$ cat config.mk
export PLATFORM = sky130hd
export DESIGN_NAME = cps_sequencer
export DESIGN_NICKNAME = d
export VERILOG_FILES = /design/src/design/cps_pkg.sv /design/src/design/cps_sync_if.sv /design/src/design/cps_pin_sync.sv /design/src/design/cps_sequencer.sv
export VERILOG_INCLUDE_DIRS = /design/src /design/src/design
export SDC_FILE = /design/constraint.sdc
export NUM_CORES = 1
export LEC_CHECK = 0
export BUFFER_PORTS_ARGS = -buffer_cell sky130_fd_sc_hd__buf_2
export CAP_MARGIN = 20
export CORE_MARGIN = 1.5
export CORE_UTILIZATION = 60
export CTS_CLUSTER_SIZE = 12
export DETAILED_ROUTE_END_ITERATION = 7
export PLACE_DENSITY_LB_ADDON = 0.2
export SLEW_MARGIN = 20
export SYNTH_ARGS = -nofsm -noshare
export SYNTH_HDL_FRONTEND = slang
export SYNTH_SLANG_ARGS = --single-unit
$ cat constraint.sdc
create_clock -name ref_clk -period 2.8 [get_ports ref_clk]
set_input_delay 0.56 -clock ref_clk [delete_from_list [all_inputs] [get_ports ref_clk]]
set_output_delay 0.56 -clock ref_clk [all_outputs]
set_load 0.005 [all_outputs]
$ cat src/design/cps_timing_cfg.svh
`ifndef CPS_TIMING_CFG_SVH
`define CPS_TIMING_CFG_SVH

// ----------------------------------------------------------------
// Timing figures
// ----------------------------------------------------------------
`define CPS_CLK_KHZ        125000
`define CPS_BIAS_DLY_MS    220
`define CPS_BIAS_MIN_MS    100
`define CPS_RETRY_MS       2000
`define CPS_CNT_W          32

// ----------------------------------------------------------------
// Pin positions in the synchronised input vector
// ----------------------------------------------------------------
`define CPS_NUM_PINS       7
`define CPS_PIN_VBUS_UV    0
`define CPS_PIN_VBAT_UV    1
`define CPS_PIN_VBAT_DEPL  2
`define CPS_PIN_SLEEP_EXIT 3
`define CPS_PIN_BOOST      4
`define CPS_PIN_OVERLOAD   5
`define CPS_PIN_SRC_GOOD   6

// Watchdog setting after power-on reset
`define CPS_WDT_RESET      2'h1

`endif

$ cat src/design/cps_pkg.sv
package cps_pkg;

  // ----------------------------------------------------------------
  // Sequencer states
  // ----------------------------------------------------------------
  typedef enum logic [2:0] {
    CPS_ST_OFF     = 3'b000,
    CPS_ST_BAT     = 3'b001,
    CPS_ST_HIZ     = 3'b010,
    CPS_ST_QUALIFY = 3'b011,
    CPS_ST_RUN     = 3'b100,
    CPS_ST_RETRY   = 3'b101,
    CPS_ST_BOOST   = 3'b110
  } cps_state_t;

endpackage : cps_pkg

$ cat src/design/cps_sync_if.sv
`include "cps_timing_cfg.svh"

// Raw pin levels in, synchronised levels out
interface cps_sync_if #(
  parameter int W = `CPS_NUM_PINS
);
  logic [W-1:0] raw;
  logic [W-1:0] sync;

  modport user   (output raw, input sync);
  modport syncer (input raw, output sync);
endinterface : cps_sync_if

$ cat src/design/cps_pin_sync.sv
module cps_pin_sync #(
  parameter int W = 7
) (
  input wire logic   ref_clk,
  input wire logic   reset_n,
  input wire logic   clk_en,
  cps_sync_if.syncer pins
);

  // ----------------------------------------------------------------
  // Two-flop synchroniser per pin
  // ----------------------------------------------------------------
  genvar i;
  generate
    for (i = 0; i < W; i++) begin : g_bit
      logic meta_q;
      logic sync_q;
      // First stage feeds only the second stage
      always_ff @(posedge ref_clk or negedge reset_n) begin
        if (!reset_n) begin
          meta_q <= 1'b0;
          sync_q <= 1'b0;
        end else if (clk_en) begin
          meta_q <= pins.raw[i];
          sync_q <= meta_q;
        end
      end
      assign pins.sync[i] = sync_q;
    end
  endgenerate

endmodule : cps_pin_sync

$ cat src/design/cps_sequencer.sv
// How it works
// - supply rises, registers reset, serial ready
// - battery only, above depletion: close switch
// - battery only: bias regulator stays off
// - overload opens switch until input returns
// - host disable bit opens battery switch
// - adapter attach recloses host-disabled switch
// - check input before bias, limit before buck
// - bias needs release, sleep match, delay
// - sleep match or delay missing: high impedance state
// - qualify source after bias, then buck
// - pass sets power good, output, interrupt
// - failed qualification retried every two seconds
`include "cps_timing_cfg.svh"

module cps_sequencer #(
  parameter int unsigned BIAS_DLY_CYC = `CPS_BIAS_DLY_MS * (`CPS_CLK_KHZ),
  parameter int unsigned RETRY_CYC    = `CPS_RETRY_MS * (`CPS_CLK_KHZ)
) (
  input  wire logic       ref_clk,
  input  wire logic       reset_n,
  input  wire logic       clk_en,
  input  wire logic       vbus_above_release,
  input  wire logic       vbat_above_release,
  input  wire logic       vbat_above_depletion,
  input  wire logic       vbus_above_sleep_exit,
  input  wire logic       boost_request_pin,
  input  wire logic       overload_detect,
  input  wire logic       source_good,
  input  wire logic       host_wr,
  input  wire logic       host_wr_switch_disable,
  input  wire logic [1:0] host_wr_watchdog,
  output logic            reg_reset_pulse,
  output logic            serial_ready,
  output logic            battery_switch_disable_bit,
  output logic [1:0]      watchdog_timer_setting,
  output logic            shipping_mode,
  output logic            battery_path_switch_on,
  output logic            internal_bias_regulator_en,
  output logic            high_impedance_state,
  output logic            buck_enable,
  output logic            power_good_status_bit,
  output logic            power_good_output_n,
  output logic            host_int_pulse
);

  // ----------------------------------------------------------------
  // Input synchronisation
  // ----------------------------------------------------------------
  cps_sync_if #(.W(`CPS_NUM_PINS)) pins ();

  assign pins.raw[`CPS_PIN_VBUS_UV]    = vbus_above_release;
  assign pins.raw[`CPS_PIN_VBAT_UV]    = vbat_above_release;
  assign pins.raw[`CPS_PIN_VBAT_DEPL]  = vbat_above_depletion;
  assign pins.raw[`CPS_PIN_SLEEP_EXIT] = vbus_above_sleep_exit;
  assign pins.raw[`CPS_PIN_BOOST]      = boost_request_pin;
  assign pins.raw[`CPS_PIN_OVERLOAD]   = overload_detect;
  assign pins.raw[`CPS_PIN_SRC_GOOD]   = source_good;

  cps_pin_sync #(.W(`CPS_NUM_PINS)) u_sync (
    .ref_clk (ref_clk),
    .reset_n (reset_n),
    .clk_en  (clk_en),
    .pins    (pins)
  );

  logic vbus_ok;
  logic vbat_ok;
  logic depl_ok;
  logic sleep_ok;
  logic boost;
  logic ovl;
  logic src_ok;
  assign vbus_ok  = pins.sync[`CPS_PIN_VBUS_UV];
  assign vbat_ok  = pins.sync[`CPS_PIN_VBAT_UV];
  assign depl_ok  = pins.sync[`CPS_PIN_VBAT_DEPL];
  assign sleep_ok = pins.sync[`CPS_PIN_SLEEP_EXIT];
  assign boost    = pins.sync[`CPS_PIN_BOOST];
  assign ovl      = pins.sync[`CPS_PIN_OVERLOAD];
  assign src_ok   = pins.sync[`CPS_PIN_SRC_GOOD];

  // ----------------------------------------------------------------
  // Power-on detection and edges
  // ----------------------------------------------------------------
  logic supply_ok;
  logic supply_q;
  logic vbus_q;
  logic attach;
  assign supply_ok = vbus_ok | vbat_ok;
  assign attach    = vbus_ok & ~vbus_q;

  // Previous levels for edge finding
  always_ff @(posedge ref_clk or negedge reset_n) begin
    if (!reset_n) begin
      supply_q <= 1'b0;
      vbus_q   <= 1'b0;
    end else if (clk_en) begin
      supply_q <= supply_ok;
      vbus_q   <= vbus_ok;
    end
  end

  always_ff @(posedge ref_clk or negedge reset_n) begin
    if (!reset_n) begin
      reg_reset_pulse <= 1'b0;
      serial_ready    <= 1'b0;
    end else if (clk_en) begin
      reg_reset_pulse <= supply_ok & ~supply_q;
      serial_ready    <= supply_ok;   // Host may access once a supply is up
    end
  end

  // ----------------------------------------------------------------
  // Host control bits
  // ----------------------------------------------------------------
  logic por_clr;
  assign por_clr = supply_ok & ~supply_q;

  // attach clears it; a host write in the same cycle wins
  always_ff @(posedge ref_clk or negedge reset_n) begin
    if (!reset_n) begin
      battery_switch_disable_bit <= 1'b0;
      watchdog_timer_setting     <= `CPS_WDT_RESET;
    end else if (clk_en) begin
      if (host_wr) begin
        battery_switch_disable_bit <= host_wr_switch_disable;
        watchdog_timer_setting     <= host_wr_watchdog;
      end else if (por_clr) begin
        battery_switch_disable_bit <= 1'b0;
        watchdog_timer_setting     <= `CPS_WDT_RESET;
      end else if (attach) begin
        battery_switch_disable_bit <= 1'b0;
      end
    end
  end

  // shipping needs both fields in one write
  always_ff @(posedge ref_clk or negedge reset_n) begin
    if (!reset_n) begin
      shipping_mode <= 1'b0;
    end else if (clk_en) begin
      if (host_wr) begin
        shipping_mode <= host_wr_switch_disable & (host_wr_watchdog == 2'h0);
      end else if (attach) begin
        shipping_mode <= 1'b0;
      end
    end
  end

  // ----------------------------------------------------------------
  // Battery path switch
  // ----------------------------------------------------------------
  logic ovl_off_q;

  // overload latch; overload beats a simultaneous attach
  always_ff @(posedge ref_clk or negedge reset_n) begin
    if (!reset_n) begin
      ovl_off_q <= 1'b0;
    end else if (clk_en) begin
      if (ovl) begin
        ovl_off_q <= 1'b1;
      end else if (attach) begin
        ovl_off_q <= 1'b0;
      end
    end
  end

  // open at once on overload, not waiting for the latch
  always_ff @(posedge ref_clk or negedge reset_n) begin
    if (!reset_n) begin
      battery_path_switch_on <= 1'b0;
    end else if (clk_en) begin
      battery_path_switch_on <= supply_ok & depl_ok & ~ovl & ~ovl_off_q
                                & ~battery_switch_disable_bit;
    end
  end

  // ----------------------------------------------------------------
  // Bias regulator conditions and delay
  // ----------------------------------------------------------------
  logic                  bias_cond;
  logic [`CPS_CNT_W-1:0] dly_q;
  logic                  dly_done;

  // sleep comparator must match the mode
  assign bias_cond = vbus_ok & (boost ? ~sleep_ok : sleep_ok);
  assign dly_done  = (dly_q == `CPS_CNT_W'(BIAS_DLY_CYC - 1));

  // delay runs only while conditions hold
  always_ff @(posedge ref_clk or negedge reset_n) begin
    if (!reset_n) begin
      dly_q <= '0;
    end else if (clk_en) begin
      if (!bias_cond) begin
        dly_q <= '0;
      end else if (!dly_done) begin
        dly_q <= dly_q + `CPS_CNT_W'(1);
      end
    end
  end

  // ----------------------------------------------------------------
  // Power-up state machine
  // ----------------------------------------------------------------
  cps_pkg::cps_state_t   st_q;
  cps_pkg::cps_state_t   st_d;
  logic [`CPS_CNT_W-1:0] retry_q;
  logic                  retry_done;
  assign retry_done = (retry_q == `CPS_CNT_W'(RETRY_CYC - 1));

  // input checked before bias, limit before buck
  always_comb begin
    st_d = st_q;
    case (st_q)
      cps_pkg::CPS_ST_OFF: begin
        if (vbus_ok) begin
          st_d = cps_pkg::CPS_ST_HIZ;
        end else if (vbat_ok) begin
          st_d = cps_pkg::CPS_ST_BAT;
        end
      end
      cps_pkg::CPS_ST_BAT: begin
        if (vbus_ok) begin
          st_d = cps_pkg::CPS_ST_HIZ;
        end else if (!vbat_ok) begin
          st_d = cps_pkg::CPS_ST_OFF;
        end
      end
      // wait in high impedance until all conditions met
      cps_pkg::CPS_ST_HIZ: begin
        if (!vbus_ok) begin
          st_d = vbat_ok ? cps_pkg::CPS_ST_BAT : cps_pkg::CPS_ST_OFF;
        end else if (bias_cond && dly_done) begin
          st_d = boost ? cps_pkg::CPS_ST_BOOST : cps_pkg::CPS_ST_QUALIFY;
        end
      end
      // start buck only on a good source
      cps_pkg::CPS_ST_QUALIFY: begin
        st_d = src_ok ? cps_pkg::CPS_ST_RUN : cps_pkg::CPS_ST_RETRY;
      end
      cps_pkg::CPS_ST_RETRY: begin
        if (retry_done) begin
          st_d = cps_pkg::CPS_ST_QUALIFY;
        end
      end
      cps_pkg::CPS_ST_RUN,
      cps_pkg::CPS_ST_BOOST: begin
        st_d = st_q;
      end
      default: begin
        st_d = cps_pkg::CPS_ST_OFF;
      end
    endcase
    // losing any condition drops back to high impedance
    if (st_q != cps_pkg::CPS_ST_OFF && st_q != cps_pkg::CPS_ST_BAT
        && st_q != cps_pkg::CPS_ST_HIZ && !bias_cond) begin
      st_d = cps_pkg::CPS_ST_HIZ;
    end
  end

  // State register
  always_ff @(posedge ref_clk or negedge reset_n) begin
    if (!reset_n) begin
      st_q <= cps_pkg::CPS_ST_OFF;
    end else if (clk_en) begin
      st_q <= st_d;
    end
  end

  always_ff @(posedge ref_clk or negedge reset_n) begin
    if (!reset_n) begin
      retry_q <= '0;
    end else if (clk_en) begin
      if (st_q != cps_pkg::CPS_ST_RETRY || retry_done) begin
        retry_q <= '0;
      end else begin
        retry_q <= retry_q + `CPS_CNT_W'(1);
      end
    end
  end

  // ----------------------------------------------------------------
  // Outputs from state
  // ----------------------------------------------------------------
  logic bias_on;
  assign bias_on = (st_d == cps_pkg::CPS_ST_QUALIFY) || (st_d == cps_pkg::CPS_ST_RETRY)
                   || (st_d == cps_pkg::CPS_ST_RUN) || (st_d == cps_pkg::CPS_ST_BOOST);

  // high impedance whenever input present but bias off
  always_ff @(posedge ref_clk or negedge reset_n) begin
    if (!reset_n) begin
      internal_bias_regulator_en <= 1'b0;
      high_impedance_state       <= 1'b0;
      buck_enable                <= 1'b0;
    end else if (clk_en) begin
      internal_bias_regulator_en <= bias_on;
      high_impedance_state       <= (st_d == cps_pkg::CPS_ST_HIZ);
      buck_enable                <= (st_d == cps_pkg::CPS_ST_RUN);
    end
  end

  // power good and one interrupt per pass
  always_ff @(posedge ref_clk or negedge reset_n) begin
    if (!reset_n) begin
      power_good_status_bit <= 1'b0;
      power_good_output_n   <= 1'b1;
      host_int_pulse        <= 1'b0;
    end else if (clk_en) begin
      power_good_status_bit <= (st_d == cps_pkg::CPS_ST_RUN);
      power_good_output_n   <= ~(st_d == cps_pkg::CPS_ST_RUN);
      host_int_pulse        <= (st_q == cps_pkg::CPS_ST_QUALIFY) & src_ok & bias_cond;
    end else begin
      host_int_pulse        <= 1'b0;  // Never stretch a pulse across a freeze
    end
  end

endmodule : cps_sequencer

Word level (Yosys, flattened, before mapping):

Cells that the tools add are included.

* add/sub/neg operators: 2
* reduce and logical (&&, ||, !) cells: 22
* equality and inequality tests: 17
* bitwise logic cells: 18
* multiplexer cells: 24

Operator list (count)
* $mux W32: 3
* $add A32 B1 Y32 const B: 2
* $eq A32 B25 Y1 const B: 1
* $eq A32 B28 Y1 const B: 1
* $mux W3: 9
* $eq A3 B3 Y1 const B: 6
* $pmux W3 S6: 1
* $eq A3 B2 Y1 const B: 4
* $and A1 B1 Y1: 10
* $reduce_and A2 Y1: 5
* $mux W1: 9
* $not A1 Y1: 7
* $reduce_bool A2 Y1: 3
* $reduce_bool A3 Y1: 2
* $logic_and A1 B1 Y1: 4
* $logic_or A1 B1 Y1: 4
* $mux W2: 2
* $eq A3 B1 Y1 const B: 1
* $logic_not A3 Y1: 1
* $ne A3 B1 Y1 const B: 1
* $ne A3 B2 Y1 const B: 1
* $ne A3 B3 Y1 const B: 1
* $logic_not A2 Y1: 1
* $ne A2 B2 Y1 const B: 1
* 3 further kinds: 3

* flip-flop bits (word level): 95
* output and inout port bits: 13
* bits of input ports: 14
* logic and storage cells: 113

Logic depth before layout (Yosys ltp):

* word-level depth: 12
* mapped depth: 8
* gate-level depth less buffers: 7

Modules after synthesis:

A second synthesis with hierarchy kept.

* cells, all modules: 521
* area, all modules: 4977.3 µm²

Modules (own cells, without submodules)
* cps_sequencer: area each 4405.5 µm², seq. area each 2029.4 µm², cells each 485, times used 1
* cps_pin_sync: area each 571.8 µm², seq. area each 350.3 µm², cells each 36, times used 1

Worst setup path after synthesis:

OpenSTA, ideal clock, no wires.

* path kind: register -> register
* start point: reg retry_q[0]
* end point: reg retry_q[12]
* slack: 0.638 ns
* buffers on the path: 1
* library setup time: 0.121 ns
* period minus slack after synthesis: 2.162 ns
* stages on the path, launching flop included: 9
* arrival time: 2.041 ns
* data required time: 2.679 ns
* cell sequence: dfrtp_1 -> ha_1 -> nand3_1 -> or2_2 -> o311ai_2 -> inv_1 -> nor2_2 -> buf_2 -> nor2_1

* longest elaborated chain between the ends: 3
* elaborated cells between the ends (all ways): 4
* classes of those cells: add/sub (1); eq/ne (1); mux (1); reduce/logical (1)

Ends and longest elaborated chain
* from (decl): RTL line cps_sequencer.sv:207 `` logic [`CPS_CNT_W-1:0] retry_q; ``
* from (signal assigned): RTL line cps_sequencer.sv:277 `` retry_q <= retry_q + `CPS_CNT_W'(1); ``
* parallel branches: the longest is 2 deep, another holds $add A32 B1 Y32
* $mux W32 *: RTL line cps_sequencer.sv:274 `if (st_q != cps_pkg::CPS_ST_RETRY || retry_done) begin`

Every way passes the cells marked *.
A chain may end at the register's enable or synchronous reset.

Worst setup path after layout:

* start point: reg retry_q[0]
* end point: reg retry_q[26]

The elaborated chain is that of the path after synthesis.

==> results.md <==
- Synthesized instance count: 494
- FF-to-FF Start: retry_q[0]
- Overall routed net length: 9787 um
- Combinational family with the most area after synthesis: simple AND/OR/NAND/NOR gates
- Clock-pin slew on the worst setup and hold paths: 0.10 ns
- Number of cells upsized or downsized after cts: 0
- Capture point of the worst path: retry_q[26]
- DP Area: 5096 um2
- Number of enable-type register cells in the synthesized netlist: 0
- Finished layout cell area: 5271 um2
- DIE HEIGHT: 92.71 um
- Net count after synthesis: 510
- Vias in the first global route: 3,709
- Multiplexer share of the synthesized area: 4.146%
- Root Driver: clkbuf_8
- Routed length per instance: 15.56 um
- Later-pin clock latency in the skew report: 0.36 ns
- Fraction of final layout cells with drive strength greater than 1: 15.56%
- Clock sink count: 95
- Clock period minus worst slack: 2.405 ns
- Pin count of the biggest net entering global routing: 51
- CTS tree: done
- Port bufs: 26
- Static Leakage: 2.301 nW
- Post-layout net count: 538
- CTS Hold Buffers Added: 0
- Aggregate global routing overflow: 0
- Cell at the slowest stage of the critical path: o311ai_2
- FF-to-FF setup slack: 0.40 ns
- Vias after detailed routing: 3,699
- Max VDD drop: 275.0 uV
- Worst Skew: 0.01465 ns
- CP arrival: 2.64 ns
- Mean post-synth cell area: 9.774 um2
- Setup violation total in the final timing report: 0
- Row count: 32
- Die span in x: 92.71 um
- Worst min-delay path class: in -> async
- Library cell with the highest instance count after synthesis: dfrtp_1
- Fill cell instance count of the final layout: 577
- First-iteration detailed-routing DRC count: 180
- Count of nets left with antenna violations after detail routing: 0
- Post-CTS Setup Inserts: 0
- Power per standard cell area: 520.7 nW/um2
- Detailed-router iteration count before antenna repair: 4
- Cell-by-cell listing of the critical path: ha_1 > nand3_1 > or2_2 > o311ai_2 > inv_1 > nor2_2 > buf_4 > nor2_1
- Total number of yosys warnings: 0
- Final clock period utilization by the worst path: 85.89%
- Commonest register cell after synthesis: dfrtp_1
- Max FO, Critical Path: 27
- Crit path launch type: flip-flop
- Worst-case reg-to-reg path depth: 8
- Max_cap viols: 0
- Transition time of the tightest slew-check pin: 0.5834 ns
- Most area-hungry cell type in the Yosys netlist: dfrtp_1
- Adder and majority cell fraction of the synthesized area: 0.7256%
- Effective utilization at floorplan: 62.16%
- Unrepaired setup endpoints after global routing: no
- Share of the synthesized area in compound gates (AO/OA/AOI/OAI): 8.422%
- Via density: 5.881
- Final number of hold-violating endpoints: 0
- Boundary pin count: 27
- Final antenna diode count: 0
- Number of storage elements in the synthesis netlist: 95
- Synthesized-area fraction occupied by and/or/nand/nor cells: 26.41%
- Global router's overall resource usage: 24.71%
- Smallest hold slack: 0.1851 ns
- Synth async-reset ratio: 100.0%
- Outcome: completed
- Critical path endpoint category: flip-flop
- Distinct cell type count after synthesis: 62
- Core area: 7767 um2
- Floorplan die area: 8594 um2
- Synth top area share: 48.20%
- Final TNS setup: 0 ns
- Max transition margin: 60.79%
- Cell area after synthesis: 4828 um2
- Relative area change from synthesis to final layout: 9.173%
- Sequential cell area fraction in the yosys report: 49.29%
- Final Core Density: 67.86%
- HPWL after detailed placement: 7011 um
- Number of buffers between clock root and the deepest sink: 2
- Beginning of the critical path: retry_q[0]
- Worst reg2reg endpoint: retry_q[26]
- Routability cong.: 0.8931
- Required time of the worst setup path: 3.04 ns
- Initial antenna violation count: 0
- Critical path start-end classification: reg -> reg
- DRC Markers: 0
- Most common library cells after synthesis: dfrtp_1 (93), nor2_1 (64), nand2_1 (50), xor2_1 (35), o21ai_0 (27)
- Pre-CTS setup slack: 0.4178 ns
- Deepest level of the CTS H-tree: 3
- PnR worst setup slack: 0.3950 ns
- Max-slew violation count: 0
- Wire length of the first global-routing pass: 16,910 um
- CTS buffer count: 9
- Xor/xnor cell area share of the yosys netlist: 8.344%
- Main area contributors after synthesis: dfrtp_1 (48%), xor2_1 (6.3%), nor2_1 (5.0%)
- Highest Clock Rate: 0.4158 GHz
- Worst stage delay on the critical path: 0.45 ns
-- stage by stage --
stage | instances | total power [W]
2_1_floorplan | 494 | 0.001792
3_3_place_gp | 613 | 0.001919
3_5_place_dp | 613 | 0.001944
4_1_cts | 629 | 0.002755
5_1_grt | 629 | 0.002871
6_report | 629 | 0.002745
-- worst min-delay path by stage --
| stage | slack (ns) | start | to | cells past startpoint |
|---|---|---|---|---|
| detailed placement | 0.45 | watchdog_timer_setting[0] | watchdog_timer_setting[0] | 2 |
| floorplan | 0.26 | reset_n | battery_path_switch_on | 0 |
| global route | 0.23 | reset_n | u_sync.g_bit[3].meta_q | 1 |
| finish | 0.19 | reset_n | u_sync.g_bit[3].meta_q | 1 |
| global placement | 0.45 | watchdog_timer_setting[0] | watchdog_timer_setting[0] | 2 |
| CTS | 0.21 | reset_n | u_sync.g_bit[3].meta_q | 1 |
-- per-layer routing --
| layer | global-route usage (%) | vias to the layer above | routed length (um) |
|---|---|---|---|
| met5 | 0 | - | 0 |
| met4 | 9.596 | 0 | 130 |
| met3 | 3.366 | 12 | 348 |
| met2 | 40.20 | 65 | 4732 |
| met1 | 33.77 | 1811 | 4575 |
| li1 | - | 1811 | - |
-- state kept, by name, summed over array words and instances (netlist names) --
name and flops:
dly_q 32, retry_q 32, reg_reset_pulse 1, vbus_q 1
power_good_output_n 1, shipping_mode 1, watchdog_timer_setting 2, ovl_off_q 1
st_q 3, battery_switch_disable_bit 1, high_impedance_state 1, power_good_status_bit 1
serial_ready 1, battery_path_switch_on 1, u_sync.g_bit.sync_q 7, internal_bias_regulator_en 1
host_int_pulse 1, u_sync.g_bit.meta_q 7
-- kinds of logic (layout without fill, tap and decap cells) --
kind of cell / count (synthesis) / in the layout
muxes: 18 / 18
buffers and inverters: 32 / 65
DFF: 95 / 95
and+or+nand+nor: 235 / 235
xor gates and xnor gates: 46 / 46
AOI/OAI and AO/OA: 65 / 65
adders and majority gates: 3 / 3
-- report_power, final --
| group | internal, W | switching (W) | leakage [nW] |
|---|---|---|---|
| combinational | 0.000159 | 0.000225 | 0.944 |
| sequential | 0.00145 | 0.0000847 | 1.27 |
| clock | 0.000352 | 0.000475 | 0.0870 |
-- worst max-delay path, delay by kind of cell, from the launching register on --
family / cells / cell delay, ns
buffers and inverters: 2 / 0.44
AND/OR/NAND/NOR: 4 / 0.76
AO/OA/AOI/OAI: 1 / 0.45
flip-flops: 1 / 0.42
adder cells (fa/ha/maj): 1 / 0.20
-- layout by cell type, fill, tap and decap left out, types with 11 or more instances in the layout --
| cell | count |
|---|---|
| nor2_1 | 64 |
| and3_1 | 16 |
| mux2_2 | 16 |
| nand3_1 | 18 |
| a21oi_1 | 17 |
| nand2_1 | 50 |
| nand4_1 | 25 |
| xor2_1 | 35 |
| buf_2 | 25 |
| inv_1 | 12 |
| o21ai_0 | 27 |
| dfrtp_1 | 93 |
| xnor2_1 | 11 |
-- cell type report --
cell class	instances	area, um2	area share, %
clock buffer	12	145.1	2.753
sequential	95	2380	45.15
tap	102	127.6	2.421
timing repair buffer	36	220.2	4.178
inverter	13	48.80	0.9257
clock inverter	4	30.03	0.5697
multi-input combinational	367	2320	44.01
Power figures use the tool's default switching activity.
